**config.mk**
```make
export PLATFORM = sky130hd
export DESIGN_NAME = otp_startup_sequencer
export DESIGN_NICKNAME = d
export VERILOG_FILES = /design/src/otp_startup_sequencer.v /design/src/tick_divider.v /design/src/power_on_detect.v
export VERILOG_INCLUDE_DIRS = /design/src
export SDC_FILE = /design/constraint.sdc
export NUM_CORES = 1
export LEC_CHECK = 0
export BUFFER_PORTS_ARGS = -buffer_cell sky130_fd_sc_hd__buf_4
export CORE_ASPECT_RATIO = 0.8
export CORE_MARGIN = 1
export CORE_UTILIZATION = 32
export CTS_BUF_LIST = sky130_fd_sc_hd__clkbuf_16
export DETAILED_ROUTE_END_ITERATION = 7
export PLACE_DENSITY = 0.59
export SLEW_MARGIN = 20
export SYNTH_ARGS = -nofsm -noshare
export SYNTH_HDL_FRONTEND = slang
export SYNTH_SLANG_ARGS = --single-unit
```
**constraint.sdc**
```tcl
create_clock -name core_clk -period 8.9 [get_ports core_clk]
set_input_delay 1.78 -clock core_clk [delete_from_list [all_inputs] [get_ports core_clk]]
set_output_delay 1.78 -clock core_clk [all_outputs]
set_load 0.05 [all_outputs]
```
**src/otp_defs.vh**
```
// Constants for the fused-configuration loader and start-up sequencer.
// Contract
// - Power up copies fused settings into shadow registers; regulators start from shadow.
// - Trial mode skips fuse copy, starts from shadow; an outside controller starts it.
// - During power up each shadow setting is copied into its live control register. The code copies only the buck1 voltage and ramp select.
// - Shadow writes never move outputs; live register writes do. The code reads slot codes, period select and sense select straight from shadow.
// - Three-bit and four-bit slot codes; code n enables n slot periods after turn-on.
// - Code zero stays off during start-up; bus enable allowed only afterwards.
// - Slot period is 500 us when select is 0, 2000 us when 1.
// - Sequence ends at highest used slot; empty later slots add nothing.
// - Power-good reset output releases high 2.0 ms after last used slot.
// - Sense select 0: power-on input high turns on, low turns off.
// - Sense select 1: falling edge turns on; low for 4.0 s turns off.
// - Bus target address is 0x08..0x0F: bit 3 one, low bits from field.
// - New target address applies once the address-register write completes.
// - Address register bit 7 set keeps default target address 0x08.
// - Cold-start fuse load waits until supply is above undervoltage threshold.
// - Every turn-on event reloads shadow registers from fuses before sequencing. A trial start in the code skips the reload.
// - All slot timing derives from the 32 kHz timebase.
`ifndef OTP_DEFS_VH
`define OTP_DEFS_VH

// ----------------------------------------------------------------------------
// Clock and timebase
// ----------------------------------------------------------------------------
`define CLK_HZ 200000000
`define CLK_MHZ 200
`define TICK_HZ 32000
`define TICK_DIV (`CLK_HZ / `TICK_HZ)

// ----------------------------------------------------------------------------
// Timing figures and derived counts
// ----------------------------------------------------------------------------
`define SLOT_SHORT_US 500
`define SLOT_LONG_US 2000
`define PG_DELAY_US 2000
`define OFF_HOLD_MS 4000
`define RAMP_FAST_NS 2000
`define RAMP_SLOW_NS 4000
`define SLOT_SHORT_TICKS (`SLOT_SHORT_US * `TICK_HZ / 1000000)
`define SLOT_LONG_TICKS (`SLOT_LONG_US * `TICK_HZ / 1000000)
`define PG_DELAY_TICKS (`PG_DELAY_US * `TICK_HZ / 1000000)
`define OFF_HOLD_TICKS (`OFF_HOLD_MS * `TICK_HZ / 1000)
`define RAMP_FAST_CYC (`RAMP_FAST_NS * `CLK_MHZ / 1000)
`define RAMP_SLOW_CYC (`RAMP_SLOW_NS * `CLK_MHZ / 1000)

// ----------------------------------------------------------------------------
// Shadow image layout (fuse image has the same layout)
// ----------------------------------------------------------------------------
`define SH_W 43
`define SH_VOLT_LSB 0
`define SH_VOLT_W 5
`define SH_SEQ3_LSB 5
`define SH_SEQ4_LSB 20
`define SH_PERIOD_BIT 36
`define SH_RAMP_BIT 37
`define SH_SENSE_BIT 38
`define SH_ADDR_LSB 39
`define SH_USE_DEF_BIT 42
`define NUM_SEQ3 5
`define NUM_REG 9

// ----------------------------------------------------------------------------
// Bus address configuration register
// ----------------------------------------------------------------------------
`define ADDR_USE_DEF_BIT 7
`define ADDR_FIXED_BIT 3
`define ADDR_RESET 8'h08
`define BUS_ADDR_DEFAULT 7'h08

`endif

```
**src/otp_startup_sequencer.v**
```verilog
// Fuse-to-shadow loader, shadow-to-live copier and regulator start-up sequencer.
`timescale 1ns/10ps
`include "otp_defs.vh"
module otp_startup_sequencer #(
	parameter TICK_DIV = `TICK_DIV,
	parameter OFF_HOLD_TICKS = `OFF_HOLD_TICKS
) (
	input wire core_clk,
	input wire reset_n,
	input wire vin_above_threshold,
	input wire power_on_in,
	input wire trial_start,
	input wire [`SH_W-1:0] fuse_image,
	input wire shadow_wr_en,
	input wire [`SH_W-1:0] shadow_wr_data,
	input wire live_volt_wr_en,
	input wire [`SH_VOLT_W-1:0] live_volt_wr_data,
	input wire live_en_wr_en,
	input wire [`NUM_REG-1:0] live_en_wr_data,
	input wire addr_cfg_wr_en,
	input wire [7:0] addr_cfg_wr_data,
	input wire addr_cfg_wr_done,
	output wire [`SH_W-1:0] shadow_config_regs,
	output wire [`SH_VOLT_W-1:0] live_buck1_voltage,
	output wire [`NUM_REG-1:0] reg_enable,
	output wire buck_ramp_step,
	output wire power_good_reset_n,
	output wire sequence_done,
	output wire device_on,
	output wire cold_loaded,
	output wire [7:0] bus_address_config,
	output wire [6:0] bus_target_address
);
	// --------------------------------------------------------------------
	// States
	// --------------------------------------------------------------------
	localparam [5:0] ST_OFF = 6'h01;
	localparam [5:0] ST_LOAD = 6'h02;
	localparam [5:0] ST_COPY = 6'h04;
	localparam [5:0] ST_SEQ = 6'h08;
	localparam [5:0] ST_PGWAIT = 6'h10;
	localparam [5:0] ST_ON = 6'h20;

	localparam integer RAMP_FAST_I = `RAMP_FAST_CYC;
	localparam integer RAMP_SLOW_I = `RAMP_SLOW_CYC;
	localparam integer SLOT_SHORT_I = `SLOT_SHORT_TICKS;
	localparam integer SLOT_LONG_I = `SLOT_LONG_TICKS;
	localparam [12:0] TICK_PERIOD = TICK_DIV[12:0];
	localparam [9:0] RAMP_FAST = RAMP_FAST_I[9:0];
	localparam [9:0] RAMP_SLOW = RAMP_SLOW_I[9:0];
	localparam [6:0] SLOT_SHORT = SLOT_SHORT_I[6:0];
	localparam [6:0] SLOT_LONG = SLOT_LONG_I[6:0];

	reg [5:0] state_ff;
	reg [5:0] nxt_state;
	reg [`SH_W-1:0] shadow_ff;
	reg cold_loaded_ff;
	reg [`SH_VOLT_W-1:0] volt_ff;
	reg ramp_sel_ff;
	reg [`NUM_REG-1:0] enable_ff;
	reg [3:0] slot_ff;
	reg [3:0] last_slot_ff;
	reg [6:0] tick_cnt_ff;
	reg pg_ff;
	reg [7:0] addr_cfg_ff;
	reg [7:0] addr_pend_ff;
	reg pend_ff;
	reg [3:0] max_slot;
	reg [6:0] slot_ticks;
	reg tb_clear;
	integer i;
	integer j;

	wire tick32;
	wire turn_on_req;
	wire turn_off_req;
	wire slot_edge;

	// --------------------------------------------------------------------
	// Functions
	// --------------------------------------------------------------------
	// Returns regulator idx's slot code, widened to four bits.
	function [3:0] slot_code;
		input [`SH_W-1:0] img;
		input integer idx;
		begin
			if (idx < `NUM_SEQ3)
				slot_code = {1'b0, img[`SH_SEQ3_LSB + 3 * idx +: 3]};
			else
				slot_code = img[`SH_SEQ4_LSB + 4 * (idx - `NUM_SEQ3) +: 4];
		end
	endfunction

	// --------------------------------------------------------------------
	// Timebases
	// --------------------------------------------------------------------
	// The slow tick is restarted at the turn-on event so slot 1 is a whole
	// period away from it rather than a random fraction.
	always @* begin
		tb_clear = (state_ff == ST_COPY);
	end

	tick_divider #(.W(13)) u_slow_tick (
		.core_clk(core_clk),
		.reset_n(reset_n),
		.clear(tb_clear),
		.period(TICK_PERIOD),
		.tick_ff(tick32)
	);

	// The ramp step runs continuously; the regulator consumes it only while ramping.
	tick_divider #(.W(10)) u_ramp_tick (
		.core_clk(core_clk),
		.reset_n(reset_n),
		.clear(1'b0),
		.period(ramp_sel_ff ? RAMP_SLOW : RAMP_FAST),
		.tick_ff(buck_ramp_step)
	);

	power_on_detect #(.HOLD_W(17), .HOLD_TICKS(OFF_HOLD_TICKS)) u_pwr_on (
		.core_clk(core_clk),
		.reset_n(reset_n),
		.power_on_in(power_on_in),
		.sense_edge(shadow_ff[`SH_SENSE_BIT]),
		.tick32(tick32),
		.turn_on_ff(turn_on_req),
		.turn_off_ff(turn_off_req)
	);

	// --------------------------------------------------------------------
	// Sequence arithmetic
	// --------------------------------------------------------------------
	// Highest used slot and period length, both taken from the shadow image.
	always @* begin
		max_slot = 4'h0;
		for (i = 0; i < `NUM_REG; i = i + 1) begin
			if (slot_code(shadow_ff, i) > max_slot)
				max_slot = slot_code(shadow_ff, i);
		end
		if (shadow_ff[`SH_PERIOD_BIT])
			slot_ticks = SLOT_LONG;
		else
			slot_ticks = SLOT_SHORT;
	end

	assign slot_edge = tick32 && (tick_cnt_ff == slot_ticks - 7'h01);

	// --------------------------------------------------------------------
	// State machine
	// --------------------------------------------------------------------
	// A turn-off request wins over everything except the idle state itself.
	always @* begin
		nxt_state = state_ff;
		case (state_ff)
			ST_OFF: begin
				if (cold_loaded_ff && vin_above_threshold) begin
					if (trial_start)
						nxt_state = ST_COPY;
					else if (turn_on_req)
						nxt_state = ST_LOAD;
				end
			end
			ST_LOAD: nxt_state = ST_COPY;
			ST_COPY: nxt_state = (max_slot == 4'h0) ? ST_PGWAIT : ST_SEQ;
			ST_SEQ: begin
				if (slot_edge && slot_ff + 4'h1 == last_slot_ff)
					nxt_state = ST_PGWAIT;
			end
			ST_PGWAIT: begin
				if (tick32 && tick_cnt_ff == `PG_DELAY_TICKS - 1)
					nxt_state = ST_ON;
			end
			ST_ON: nxt_state = ST_ON;
			default: nxt_state = ST_OFF;
		endcase
		if (turn_off_req && state_ff != ST_OFF)
			nxt_state = ST_OFF;
	end

	// --------------------------------------------------------------------
	// Sequencer registers
	// --------------------------------------------------------------------
	// Slot counter, tick counter, live enables and the power-good output.
	always @(posedge core_clk) begin
		if (!reset_n) begin
			state_ff <= ST_OFF;
			slot_ff <= 4'h0;
			last_slot_ff <= 4'h0;
			tick_cnt_ff <= 7'h00;
			enable_ff <= {`NUM_REG{1'b0}};
			pg_ff <= 1'b0;
		end else begin
			state_ff <= nxt_state;
			if (nxt_state == ST_OFF) begin
				enable_ff <= {`NUM_REG{1'b0}};
				pg_ff <= 1'b0;
				slot_ff <= 4'h0;
				tick_cnt_ff <= 7'h00;
			end else begin
				case (state_ff)
					ST_COPY: begin
						slot_ff <= 4'h0;
						tick_cnt_ff <= 7'h00;
						enable_ff <= {`NUM_REG{1'b0}};
					end
					ST_SEQ: begin
						if (slot_edge) begin
							tick_cnt_ff <= 7'h00;
							slot_ff <= slot_ff + 4'h1;
							for (j = 0; j < `NUM_REG; j = j + 1) begin
								if (slot_code(shadow_ff, j) == slot_ff + 4'h1)
									enable_ff[j] <= 1'b1;
							end
						end else if (tick32) begin
							tick_cnt_ff <= tick_cnt_ff + 7'h01;
						end
						if (nxt_state == ST_PGWAIT)
							tick_cnt_ff <= 7'h00;
					end
					ST_PGWAIT: begin
						if (tick32)
							tick_cnt_ff <= tick_cnt_ff + 7'h01;
						if (nxt_state == ST_ON)
							pg_ff <= 1'b1;
					end
					ST_ON: begin
						if (live_en_wr_en)
							enable_ff <= live_en_wr_data;
					end
					default: begin
						tick_cnt_ff <= tick_cnt_ff;
					end
				endcase
			end
			// The end slot is frozen at copy time so later shadow writes
			// cannot add or drop slots of a running sequence.
			if (state_ff == ST_COPY)
				last_slot_ff <= max_slot;
		end
	end

	// --------------------------------------------------------------------
	// Shadow and live configuration
	// --------------------------------------------------------------------
	// Shadow writes only change the image; voltage and ramp outputs follow the live copies.
	always @(posedge core_clk) begin
		if (!reset_n) begin
			shadow_ff <= {`SH_W{1'b0}};
			cold_loaded_ff <= 1'b0;
			volt_ff <= {`SH_VOLT_W{1'b0}};
			ramp_sel_ff <= 1'b0;
		end else begin
			if (!cold_loaded_ff && vin_above_threshold) begin
				shadow_ff <= fuse_image;
				cold_loaded_ff <= 1'b1;
			end else if (state_ff == ST_LOAD) begin
				shadow_ff <= fuse_image;
			end else if (shadow_wr_en) begin
				shadow_ff <= shadow_wr_data;
			end
			if (state_ff == ST_COPY) begin
				volt_ff <= shadow_ff[`SH_VOLT_LSB +: `SH_VOLT_W];
				ramp_sel_ff <= shadow_ff[`SH_RAMP_BIT];
			end else if (live_volt_wr_en) begin
				volt_ff <= live_volt_wr_data;
			end
		end
	end

	// --------------------------------------------------------------------
	// Bus target address
	// --------------------------------------------------------------------
	// A write is held pending and only applied on completion, so the
	// transaction that changes the address still finishes at the old one.
	always @(posedge core_clk) begin
		if (!reset_n) begin
			addr_cfg_ff <= `ADDR_RESET;
			addr_pend_ff <= `ADDR_RESET;
			pend_ff <= 1'b0;
		end else begin
			if (addr_cfg_wr_en) begin
				addr_pend_ff <= addr_cfg_wr_data;
				pend_ff <= 1'b1;
			end
			if (state_ff == ST_LOAD || (!cold_loaded_ff && vin_above_threshold)) begin
				addr_cfg_ff <= {fuse_image[`SH_USE_DEF_BIT], 3'b000, 1'b1,
					fuse_image[`SH_ADDR_LSB +: 3]};
			end else if (addr_cfg_wr_done && (pend_ff || addr_cfg_wr_en)) begin
				addr_cfg_ff <= addr_cfg_wr_en ? addr_cfg_wr_data : addr_pend_ff;
				pend_ff <= 1'b0;
			end
		end
	end

	// --------------------------------------------------------------------
	// Outputs
	// --------------------------------------------------------------------
	assign bus_address_config = {addr_cfg_ff[7:4], 1'b1, addr_cfg_ff[2:0]};
	assign bus_target_address = addr_cfg_ff[`ADDR_USE_DEF_BIT] ? `BUS_ADDR_DEFAULT
		: {3'b000, 1'b1, addr_cfg_ff[2:0]};
	assign shadow_config_regs = shadow_ff;
	assign live_buck1_voltage = volt_ff;
	assign reg_enable = enable_ff;
	assign power_good_reset_n = pg_ff;
	assign sequence_done = (state_ff == ST_ON);
	assign device_on = (state_ff != ST_OFF);
	assign cold_loaded = cold_loaded_ff;
endmodule

```
**src/tick_divider.v**
```verilog
// Counter that emits a one-cycle enable pulse once per programmable period.
`timescale 1ns/10ps
module tick_divider #(
	parameter W = 13
) (
	input wire core_clk,
	input wire reset_n,
	input wire clear,
	input wire [W-1:0] period,
	output reg tick_ff
);
	reg [W-1:0] cnt_ff;

	// --------------------------------------------------------------------
	// Divider
	// --------------------------------------------------------------------
	// Clear restarts the phase so the first pulse lands one full period later.
	// A period that shrinks below the running count ends the period at once,
	// so the counter never wraps through its whole range.
	always @(posedge core_clk) begin
		if (!reset_n || clear) begin
			cnt_ff <= {W{1'b0}};
			tick_ff <= 1'b0;
		end else if (cnt_ff >= period - {{(W-1){1'b0}}, 1'b1}) begin
			cnt_ff <= {W{1'b0}};
			tick_ff <= 1'b1;
		end else begin
			cnt_ff <= cnt_ff + {{(W-1){1'b0}}, 1'b1};
			tick_ff <= 1'b0;
		end
	end
endmodule

```
**src/power_on_detect.v**
```verilog
// Interprets the power-on input as a level or as a push button.
`timescale 1ns/10ps
`include "otp_defs.vh"
module power_on_detect #(
	parameter HOLD_W = 17,
	parameter HOLD_TICKS = `OFF_HOLD_TICKS
) (
	input wire core_clk,
	input wire reset_n,
	input wire power_on_in,
	input wire sense_edge,
	input wire tick32,
	output reg turn_on_ff,
	output reg turn_off_ff
);
	reg prev_ff;
	reg [HOLD_W-1:0] hold_ff;
	reg held_ff;

	// --------------------------------------------------------------------
	// Turn-on and turn-off requests
	// --------------------------------------------------------------------
	// The hold timer counts slow ticks, so a press shorter than one tick
	// never contributes; the off request fires once per continuous hold.
	// One extra tick is counted so an unaligned first tick never shortens the hold.
	always @(posedge core_clk) begin
		if (!reset_n) begin
			prev_ff <= 1'b0;
			hold_ff <= {HOLD_W{1'b0}};
			held_ff <= 1'b0;
			turn_on_ff <= 1'b0;
			turn_off_ff <= 1'b0;
		end else begin
			prev_ff <= power_on_in;
			if (!sense_edge) begin
				turn_on_ff <= power_on_in;
				turn_off_ff <= !power_on_in;
				hold_ff <= {HOLD_W{1'b0}};
				held_ff <= 1'b0;
			end else begin
				turn_on_ff <= prev_ff && !power_on_in;
				turn_off_ff <= 1'b0;
				if (power_on_in) begin
					hold_ff <= {HOLD_W{1'b0}};
					held_ff <= 1'b0;
				end else if (tick32 && !held_ff) begin
					if (hold_ff == HOLD_TICKS) begin
						held_ff <= 1'b1;
						turn_off_ff <= 1'b1;
					end else begin
						hold_ff <= hold_ff + {{(HOLD_W-1){1'b0}}, 1'b1};
					end
				end
			end
		end
	end
endmodule

```
# Word-level counts from Yosys, hierarchy flattened
# Index checks and enable logic that the tools add are counted.
# op_classes
add_sub_neg	7
multipliers	0
n_div	0
order_cmp	11
n_eq_ne	34
shifts	0
mux	92
bitwise_logic	3
n_reduce_logical	41
# op_table
operator	count
$mux W4	45
$mux W43	3
$eq A4 B4 Y1	10
$mux W6	6
$pmux W6 S6	1
$reduce_and A4 Y1	9
$mux W7	4
$pmux W9 S3	1
$mux W8	3
$ne A2 B2 Y1 const B	11
$pmux W7 S3	1
$mux W1	19
$mux W9	2
$add A17 B1 Y17 const B	1
$eq A17 B17 Y1 const B	1
$gt A3 B4 Y1	4
$gt A4 B4 Y1	4
$mux W5	3
$add A13 B1 Y13 const B	1
$ge A13 B13 Y1 const B	1
$eq A6 B1 Y1 const B	2
$eq A6 B5 Y1 const B	2
$eq A6 B6 Y1 const B	2
$add A10 B1 Y10 const B	1
25 further kinds	51
# word_totals
regBits	144
latchBits	0
ramBits	0
mem_bits_ro	0
in_bits	118
out_inout_bits	77
wordCells	219
memories	0

# Depth between registers and ports, before layout
# Gate-level depths: netlist of the first run.
# depth
word_depth	29
depth_mapped	51
ltp_nobuf	51

# Cells and area by module
# From an unflattened synthesis of the first run, not the netlist that was laid out.
# unflattened
hier_cells	1020
area_unflattened_um2	9033.7
# by_module_without_submodules
mod	n_inst	cells_each	area_per_inst_um2	seq_area_each_um2
otp_startup_sequencer	1	684	5994.5	1921.8
tick_divider (u_slow_tick)	1	127	1199.9	280.3
power_on_detect	1	118	1026.0	420.4
tick_divider (u_ramp_tick)	1	91	813.3	220.2

# Least setup slack after synthesis of the first run
# No wires, ideal clock.
# synth_path
kind	register to register
start	register shadow_ff[6], in the netlist shadow_config_regs[6]
end	register state_ff[3]
setup_ps	70
t_arrival_ps	10052
required_time_ps	8830
setup_slack_ps	-1222
stages_incl_launch_ff	48
path_buffers	0
synth_period_minus_slack_ps	10122
cell_sequence	dfxtp_1 > inv_1 > ha_1 > nor2b_1 > o311a_1 > mux2i_1 > inv_1 > ha_1 > nand2_1 > nor2_1 > or3_1 > a21o_1 > ha_1 > nand2b_1 > a21oi_1 > o22a_1 > and2_1 > or2_2 > [... 12 more ...] > o311ai_1 > nor2_1 > o31ai_1 > o31ai_1 > ha_1 > a21oi_1 > o21ai_1 > nand2_1 > and3_1 > or2_2 > ha_1 > and4_1 > a21o_1 > a41o_1 > a21o_1 > o311a_1 > a31o_2 > a21oi_1
# synth_via
elab_chain_cells	22
# synth_rtl
element	line_no	source
start: declaration	otp_startup_sequencer.v:56	reg [`SH_W-1:0] shadow_ff;
start signal: assignment	otp_startup_sequencer.v:248	shadow_ff <= {`SH_W{1'b0}};
start signal: assignment	otp_startup_sequencer.v:254	shadow_ff <= fuse_image;
start signal: assignment	otp_startup_sequencer.v:257	shadow_ff <= fuse_image;
$gt A3 B1 Y1	otp_startup_sequencer.v:137	if (slot_code(shadow_ff, i) > max_slot)
$mux W3 *	otp_startup_sequencer.v:137	
$gt A3 B4 Y1	otp_startup_sequencer.v:137	
$mux W4 *	otp_startup_sequencer.v:137	
$gt A3 B4 Y1	otp_startup_sequencer.v:137	
$mux W4 *	otp_startup_sequencer.v:137	
$gt A3 B4 Y1	otp_startup_sequencer.v:137	
$mux W4 *	otp_startup_sequencer.v:137	
[... 6 more ...]	n/a	
$gt A4 B4 Y1	otp_startup_sequencer.v:137	
$mux W4 *	otp_startup_sequencer.v:137	
$gt A4 B4 Y1	otp_startup_sequencer.v:137	
$mux W4 *	otp_startup_sequencer.v:137	
$logic_not A4 Y1 *	otp_startup_sequencer.v:164	ST_COPY: nxt_state = (max_slot == 4'h0) ? ST_PGWAIT : ST_SEQ;
$mux W5 *	otp_startup_sequencer.v:164	
$pmux W6 S6 *	otp_startup_sequencer.v:154	case (state_ff)
$mux W6 *	otp_startup_sequencer.v:176	if (turn_off_req && state_ff != ST_OFF)
end signal: assignment	otp_startup_sequencer.v:193	state_ff <= nxt_state;
end: declaration	otp_startup_sequencer.v:54	reg [5:0] state_ff;
# Every way passes the cells marked *; elsewhere a longest branch is shown, timed or not.
# A chain may end at the register's enable or synchronous reset.

# Worst setup path after layout of the first run
# layout_path
start	register shadow_ff[6], in the netlist shadow_config_regs[6]
end	register state_ff[4]
# The elaborated chain is that of the path after synthesis.

==> qor.txt, run 1 <==
post-DP HPWL: 16,700 um
Overall Global Routing Usage: 19.0%
Seq/Total Area, Yosys: 36.8%
Slowest Stage Delay on Critical Path: 0.50 ns
Initial Util: 32.8%
CTS Hold Buffers Added: 0
Place WS: -0.512 ns
grt met3 use: 4.42%
Min-Delay Path Depth: 1
gpl congestion: 0.844
TritonCTS clock tree: built
global-route met1 utilization: 25.8%
clock transition at the registers of the reported paths: 0.07 ns
min setup slack post-route: -0.382 ns
Routed Antenna Nets: 0
hold violation count in the final report: 0
Worst setup EP type: flop
minimum clock period: 9.28 ns
Synth cell types: 63
WP data required: 9.25 ns
grt peak-use layer: met2
Die W: 176 um
failing checks: setup timing
vias in the first global route: 7,052
Area contributors post-synth: dfxtp_1 (37%), nor2_1 (6.9%), ha_1 (6.6%)
Max-Cap Viols: 0
WL per Instance: 15.9 um
core area: 23,600 um2
most frequently used flop master after synthesis: dfxtp_1
final setup vio count: 6
DR vias/cell: 4.93
die area: 24,800 um2
worst-path fanout max: 5
met2 capacity usage during global routing: 29.4%
Seq cells post-synth: 142
# clock sinks: 142
outcome: finished with violations
Layout Nets: 1,328
I/O Buffers: 188
final wirelength: 23,800 um
IO Pins: 195
initial antenna violation count: 0
Max Buffers Root-to-Sink: 2
critical path class: flop to flop
slowest library cell on the worst path: or4_4
Pwr per Cell Area: 255 nW/um2
Worst Reg-to-Reg Cells: 46
clock latency on the worst-skew pair: 0.42 ns
layout cell share with drive strength beyond 1: 34.7%
Static Leak: 4.75 nW
Startpoint Class: flop
pin count of the biggest net entering global routing: 72
Layout area overhead: 44.0%
cell area after layout: 11,100 um2
ys async rst share: 0%
Worst IR Drop VDD: 0.000245 V
CTS root buf: clkbuf_16
max-slew violation count: 0
Remaining Overflow, GRT: 0
Worst slew margin: 38.3%
Yosys warning count: 0
HP Class: flop to flop
chip height: 141 um
H-tree depth: 4
RSZ-0062 raised after global routing: true
post-synth top area share: 36.8%
vias: 7,361
CP arrival: 9.64 ns
placed cell areas: 9960 um2
DR iter-0 viols: 417
Peak Freq: 108 MHz
clock skew: 0.0117 ns
DRC viols: 0
Cells after Synth: 914
Slew @ Worst Pin: 0.914 ns
Antenna diodes: 0
most frequent CP cell: ha_4
CTS Buf Count: 17
Worst R2R Setup Slack: -0.38 ns
FP Rows: 50
first-pass GRT wire length: 37,200 um
EDFF count, synth: 0
First-pass DRT Iterations: 4
Netlist Area Pre-Place: 7730 um2
Synth area leader: dfxtp_1
Mean Syn Cell Area: 8.46 um2
Final Cycle Share: 104%
[worst max-delay path, delay by kind of cell, from the launching register on]
kind / cells / cell delay, ns
and+or+nand+nor: 16 / 2.44
DFF: 1 / 0.36
adders and majority gates: 8 / 2.05
buffers and inverters: 4 / 0.49
AOI/OAI and AO/OA: 16 / 3.35
muxes: 2 / 0.52
[cell usage after synthesis (all sizes together), types with 9 or more instances]
master / n
nand3: 25
buf: 13
nor3b: 9
xnor2: 40
nor3: 21
and3: 13
a21oi: 60
dfxtp: 142
nor2: 143
o211ai: 19
clkbuf: 34
a211oi: 42
ha: 41
inv: 33
nor2b: 9
nand2: 54
mux2i: 47
o41ai: 9
o21ai: 33
xor2: 30
[cells by family (layout without fill, tap and decap cells)]
family,Yosys count,after routing,share of synthesized area (%)
adder cells (fa/ha/maj),41,41,6.63
other,2,5,0.0971
multiplexers,49,49,6.37
buffers and inverters,80,345,4.30
XOR/XNOR,70,70,7.93
AO/OA/AOI/OAI,200,200,16.9
flip-flops,142,142,36.8
AND/OR/NAND/NOR,330,330,21.1
[state kept, by name, summed over array words and instances (netlist names), 4 cells and up]
name,count
addr_cfg_ff,7
last_slot_ff,4
state_ff,6
u_pwr_on.hold_ff,17
tick_cnt_ff,7
u_slow_tick.cnt_ff,13
reg_enable,9
u_ramp_tick.cnt_ff,10
slot_ff,4
live_buck1_voltage,5
addr_pend_ff,7
shadow_config_regs,43
[layout make-up]
| type | instances | area (um2) |
|---|---|---|
| Clock buffer | 17 | 425 |
| Clock inverter | 15 | 125 |
| Fill cell | 2255 | 12400 |
| Inverter | 33 | 126 |
| Multi-Input combinational cell | 695 | 5090 |
| Sequential cell | 142 | 2860 |
| Tap cell | 312 | 390 |
| Timing Repair Buffer | 280 | 2120 |
[metrics by stage]
| step | total power [W] | std cells | hold WS, ns | util [%] | TNS [ns] |
|---|---|---|---|---|---|
| 3_5_place_dp | 0.00179 | 1426 | 0.438 | 42.2 | -2.27 |
| 4_1_cts | 0.00265 | 1485 | 0.453 | 45.9 | -1.15 |
| 5_1_grt | 0.00302 | 1494 | 0.483 | 47.2 | -4.05 |
| 2_1_floorplan | 0.00138 | 917 | 0.418 | - | -0.623 |
| 3_3_place_gp | 0.00178 | 1426 | 0.430 | 42.2 | -1.81 |
| 6_report | 0.00285 | 1494 | 0.448 | 47.2 | -1.84 |
[per-layer routing]
metal / part of all wire (%) / up-vias
met4: 0.79 / 0
met2: 45 / 170
met5: 0 / -
met3: 5.7 / 12
li1: - / 3771
met1: 48 / 3408
[placed cells by master (no fill, tap or decap), types with 11 or more instances in the layout]
| cell type | synthesis | layout |
|---|---|---|
| ha_4 | 0 | 11 |
| a211oi_1 | 42 | 37 |
| dfxtp_1 | 142 | 136 |
| nand2_1 | 54 | 47 |
| ha_1 | 41 | 29 |
| o211ai_1 | 19 | 19 |
| nor3_1 | 14 | 14 |
| inv_1 | 32 | 28 |
| and3_1 | 13 | 12 |
| nand3_1 | 24 | 23 |
| xor2_1 | 30 | 30 |
| clkbuf_16 | 0 | 17 |
| a21oi_1 | 60 | 51 |
| mux2i_1 | 47 | 44 |
| xnor2_1 | 40 | 40 |
| buf_4 | 6 | 276 |
| o21ai_0 | 32 | 30 |
| nor2_1 | 143 | 140 |
[power by group]
| part | total (W) | switching (W) | internal [W] |
|---|---|---|---|
| Combinational | 0.00147 | 0.000699 | 0.000775 |
| Clock | 0.000674 | 0.000308 | 0.000366 |
| Sequential | 0.000697 | 0.0000338 | 0.000663 |
| Total | 0.00285 | 0.00104 | 0.00180 |
[timing repair]
item / CTS / global route
endpoints found under the setup margin: 6 / 6
buffers inserted: 27 / 9
gates resized for setup: 25 / 43
pin swaps: 30 / 40
[path summary, 6_finish.rpt]
| kind | from | to |
|---|---|---|
| worst max-delay path | shadow_config_regs[6] | state_ff[4] |
| worst min-delay path | u_ramp_tick.cnt_ff[0] | u_ramp_tick.cnt_ff[0] |
| worst max register to register | shadow_config_regs[6] | state_ff[4] |
| worst min register to register | u_ramp_tick.cnt_ff[0] | u_ramp_tick.cnt_ff[0] |
Power figures use the tool's default switching activity.
==> run 2: changes to the inputs <==
- GPL_ROUTABILITY_DRIVEN: default -> 0
- TNS_END_PERCENT: default -> 10
==> run 2 against run 1 <==
The run still ends with setup timing left. Critical endpoint is now state_ff[3]. Critical path type unchanged. Hold slack gained 0.0059 ns. Critical path depth stayed put. Highest routed layer unchanged. Count of clock-buffer cells in the layout unchanged. First-iteration DRC count up 7.7%. Worst setup slack gained 0.072 ns.
==> qor.txt, run 2 (synthesis gave the netlist of run 1 again) <==
worst-path fanout max: 5
H-tree depth: 4
Max-Cap Viols: 0
Routed Antenna Nets: 0
sequential group share of total power: 26.3%
WL per Instance: 15.5 um
final setup vio count: 6
vias in the first global route: 6,783
fillers: 2,275
most frequent CP cell: ha_4
placed cell areas: 9970 um2
CP arrival: 9.56 ns
Worst setup EP type: flop
Initial Util: 32.8%
minimum clock period: 9.21 ns
Int Pwr: 0.00167 W
Overall Global Routing Usage: 18.3%
Clk pwr share: 25.9%
Combinational Power Share: 47.8%
Layout Nets: 1,308
Max Buffers Root-to-Sink: 2
failing checks: setup timing
Peak Freq: 109 MHz
Layout area overhead: 39.8%
CTS Buf Count: 17
Die W: 176 um
clock transition at the registers of the reported paths: 0.07 ns
# clock sinks: 142
chip height: 141 um
most common cell after layout, fill and taps aside: buf_4
CTS root buf: clkbuf_16
clock skew: 0.00933 ns
max reg flops: 43
Antenna diodes: 0
First-pass DRT Iterations: 5
fin cells: 1,474
post-DP HPWL: 16,700 um
HP Class: flop to flop
Placed Cells: 1,428
Pwr per Cell Area: 244 nW/um2
layout cell share with drive strength beyond 1: 32.2%
outcome: finished with violations
min setup slack post-route: -0.310 ns
critical path class: flop to flop
slowest library cell on the worst path: or3_4
IO Pins: 195
first-pass GRT wire length: 35,900 um
clock latency on the worst-skew pair: 0.42 ns
WP data required: 9.25 ns
Final Cycle Share: 103%
initial antenna violation count: 0
DRC viols: 0
Hold Slack: 0.454 ns
Slew @ Worst Pin: 0.904 ns
Static Leak: 4.62 nW
TritonCTS clock tree: built
DR vias/cell: 4.93
FP Rows: 50
Place WS: -0.491 ns
Worst IR Drop VDD: 0.000178 V
Remaining Overflow, GRT: 0
vias: 7,263
DR iter-0 viols: 449
Worst slew margin: 38.9%
Sw Ratio: 36.7%
fin util: 45.8%
Slowest Stage Delay on Critical Path: 0.39 ns
pin count of the biggest net entering global routing: 72
final wirelength: 22,800 um
Startpoint Class: flop
max-slew violation count: 0
I/O Buffers: 188
hold violation count in the final report: 0
most frequent cells in the layout: buf_4 (259), nor2_1 (140), dfxtp_1 (136)
cell area after layout: 10,800 um2
core area: 23,600 um2
Net Sw Power: 0.000971 W
die area: 24,800 um2
RSZ-0062 raised after global routing: true
## run 2: timing repair
| item | in CTS | in global routing |
|---|---|---|
| gates resized for setup | 19 | 16 |
| setup endpoints to repair | 6 | 6 |
| hold buffers | 0 | 0 |
| gates cloned | 0 | 0 |
| buffers inserted | 12 | 2 |
| pin swaps | 24 | 14 |
## run 2: final timing paths
path	from	end	slack (ns)	depth (start not counted)
max	shadow_config_regs[6]	state_ff[3]	-0.31	46
min	u_ramp_tick.cnt_ff[0]	u_ramp_tick.cnt_ff[0]	0.45	1
max reg2reg	shadow_config_regs[6]	state_ff[3]	-0.31	46
min reg2reg	u_ramp_tick.cnt_ff[0]	u_ramp_tick.cnt_ff[0]	0.45	1
## run 2: per-layer routing
metal | track usage (%) | vias up | part of all wire [%]
met5 | 0 | - | 0
met4 | 4.30 | 0 | 1.0
met3 | 4.18 | 19 | 4.9
met2 | 28.3 | 159 | 44
met1 | 25.6 | 3370 | 50
li1 | - | 3715 | -
## run 2: power groups by stage
stage	Combinational (W)	Sequential (W)	Clock [W]
after floorplan	0.000613	0.000772	0
after global placement	0.00108	0.000708	0
after detailed placement	0.00109	0.000709	0
after CTS	0.00118	0.000696	0.000703
after global routing	0.00137	0.000700	0.000728
final	0.00126	0.000696	0.000684
## run 2: area by class of cell
cell class | count | area, um2 | share of cell area [%]
Clock buffer | 17 | 425 | 3.93
Clock inverter | 15 | 129 | 1.19
Inverter | 33 | 126 | 1.17
Multi-Input combinational cell | 695 | 4920 | 45.5
Sequential cell | 142 | 2860 | 26.5
Tap cell | 312 | 390 | 3.61
Timing Repair Buffer | 260 | 1960 | 18.1
## run 2: worst max-delay path, delay by kind of cell, from the launching register on
kind | cells | cell delay, ns
AOI/OAI and AO/OA | 16 | 2.99
and+or+nand+nor | 16 | 2.47
adders and majority gates | 8 | 2.08
muxes | 4 | 1.05
DFF | 1 | 0.36
buffers and inverters | 2 | 0.18
## run 2: stage by stage
step           power, W  setup TNS, ns
2_1_floorplan   0.00138         -0.623
5_1_grt         0.00279          -3.89
3_3_place_gp    0.00179          -2.15
6_report        0.00264          -1.41
4_1_cts         0.00258          -1.40
3_5_place_dp    0.00180          -2.52
==> run 3: changes to the inputs <==
- REMOVE_ABC_BUFFERS: default -> 1
==> run 3 against run 2 <==
The run still ends with setup timing left. Via count is 2.0% higher. Critical path depth is 2 higher. Clock power is 2% higher. Die area stayed put. Highest routed layer unchanged.
==> qor.txt, run 3 (synthesis gave the netlist of run 1 again) <==
outcome: finished with violations
vias in the first global route: 7,094
Initial Util: 32.8%
Static Leak: 4.75 nW
first-pass GRT wire length: 36,200 um
met2 capacity usage during global routing: 30.4%
worst-path fanout max: 3
Layout area overhead: 44.0%
Worst Reg-to-Reg Cells: 48
Net Sw Power: 0.00106 W
global-route met1 utilization: 24.3%
CTS root buf: clkbuf_16
Remaining Overflow, GRT: 0
layout cell share with drive strength beyond 1: 34.6%
Combinational Power Share: 50.9%
Pwr Total: 0.00284 W
fin util: 47.2%
most common cell after layout, fill and taps aside: buf_4
Worst setup EP type: flop
Min-Delay Path Depth: 1
post-DP HPWL: 15,500 um
Routed Antenna Nets: 0
Hold Slack: 0.452 ns
Antenna diodes: 0
CTS Buf Count: 17
Sw Ratio: 37.1%
TritonCTS clock tree: built
clock latency on the worst-skew pair: 0.43 ns
placed cell areas: 9770 um2
hold violation count in the final report: 0
most frequent CP cell: ha_4
initial antenna violation count: 0
Worst slew margin: 37.8%
failing checks: setup timing
Max-Cap Viols: 0
Final Cycle Share: 105%
clock transition at the registers of the reported paths: 0.07 ns
grt peak-use layer: met2
final wirelength: 23,100 um
pin count of the biggest net entering global routing: 85
hold path startpoint: u_ramp_tick.cnt_ff[0]
minimum clock period: 9.31 ns
DRC viols: 0
H-tree depth: 4
Startpoint Class: flop
max reg flops: 43
First-pass DRT Iterations: 5
vias: 7,411
IO Pins: 195
Peak Freq: 107 MHz
worst path bufs/invs: 5
Worst IR Drop VDD: 0.000161 V
HP Class: flop to flop
core area: 23,600 um2
WL per Instance: 15.5 um
CP arrival: 9.68 ns
chip height: 141 um
sequential group share of total power: 24.5%
FP Rows: 50
fillers: 2,279
Clk pwr share: 24.6%
setup TNS: -2.02 ns
WP data required: 9.27 ns
clock skew: 0.00912 ns
Int Pwr: 0.00179 W
Die W: 176 um
Worst R2R Setup Slack: -0.41 ns
CTS Hold Buffers Added: 0
grt met3 use: 3.34%
reg-to-reg endpoint: state_ff[3]
# clock sinks: 142
CP top delay family: compound AO/OA/AOI/OAI gates
I/O Buffers: 188
Slowest Stage Delay on Critical Path: 0.40 ns
DR vias/cell: 4.96
RSZ-0062 raised after global routing: true
Slew @ Worst Pin: 0.929 ns
worst r2r src: shadow_config_regs[6]
slowest library cell on the worst path: or3_4
min setup slack post-route: -0.410 ns
most frequent cells in the layout: buf_4 (272), nor2_1 (140), dfxtp_1 (139)
critical path class: flop to flop
DR iter-0 viols: 374
Layout Nets: 1,327
Overall Global Routing Usage: 18.3%
die area: 24,800 um2
max-slew violation count: 0
cell area after layout: 11,100 um2
final setup vio count: 6
Pwr per Cell Area: 255 nW/um2
hold path endpoint: u_ramp_tick.cnt_ff[0]
Max Buffers Root-to-Sink: 2
[run 3: changes by cell type in the layout (fill, tap and decap cells not counted), moves of 3 or more]
cell	before	now
buf_4	259	272
buf_6	1	7
dfxtp_4	5	0
ha_4	7	12
a21oi_1	53	49
a21oi_2	6	10
ha_1	32	28
dfxtp_1	136	139
[run 3: what timing repair did]
item	4_1_cts	5_1_grt
gates resized for setup	60	46
pin swaps	44	43
setup buffers	30	8
setup endpoints to repair	6	6
[run 3: worst max-delay path by stage]
| stage | from | to | slack (ns) | depth (start not counted) |
|---|---|---|---|---|
| global route | shadow_config_regs[6] | state_ff[4] | -0.80 | 49 |
| detailed placement | shadow_config_regs[6] | state_ff[3] | -1.13 | 48 |
| CTS | shadow_config_regs[6] | state_ff[3] | -0.38 | 48 |
| floorplan | shadow_config_regs[6] | state_ff[3] | -1.22 | 47 |
| global placement | shadow_config_regs[6] | state_ff[3] | -1.0 | 48 |
| finish | shadow_config_regs[6] | state_ff[3] | -0.41 | 48 |
[run 3: final cells by class]
type / instances / area [um2] / share of cell area, %
clock buffers: 17 / 425 / 3.82
flip-flops and latches: 142 / 2850 / 25.6
inverters: 33 / 124 / 1.11
clock inverters: 15 / 145 / 1.30
repair buffers: 279 / 2120 / 19.0
multi-input cells: 695 / 5090 / 45.7
well taps: 312 / 390 / 3.50
[run 3: routing by layer]
| layer | vias to the layer above | part of all wire [%] |
|---|---|---|
| li1 | 3762 | - |
| met1 | 3470 | 49 |
| met2 | 163 | 46 |
| met3 | 16 | 4.4 |
| met4 | 0 | 0.99 |
| met5 | - | 0 |
[run 3: power groups by stage]
stage          Clock (W)  Combinational, W  Sequential (W)
2_1_floorplan          0          0.000507        0.000772
6_report        0.000699           0.00145        0.000697
4_1_cts         0.000721           0.00122        0.000695
3_3_place_gp           0          0.000978        0.000707
5_1_grt         0.000749           0.00156        0.000700
3_5_place_dp           0          0.000993        0.000708
[run 3: worst reg2reg max path, delay by kind of cell (launching register included)]
family                   cells  cell delay (ns)
AO/OA/AOI/OAI               15             3.08
AND/OR/NAND/NOR             16             2.28
adder cells (fa/ha/maj)      8             2.04
multiplexers                 4             1.03
buffers and inverters        5             0.54
flip-flops                   1             0.33
[run 3: per-stage QoR]
stage / cells / worst slack, ns
2_1_floorplan: 870 / -1.22
3_3_place_gp: 1425 / -1.00
3_5_place_dp: 1425 / -1.13
4_1_cts: 1485 / -0.381
5_1_grt: 1493 / -0.800
6_report: 1493 / -0.410
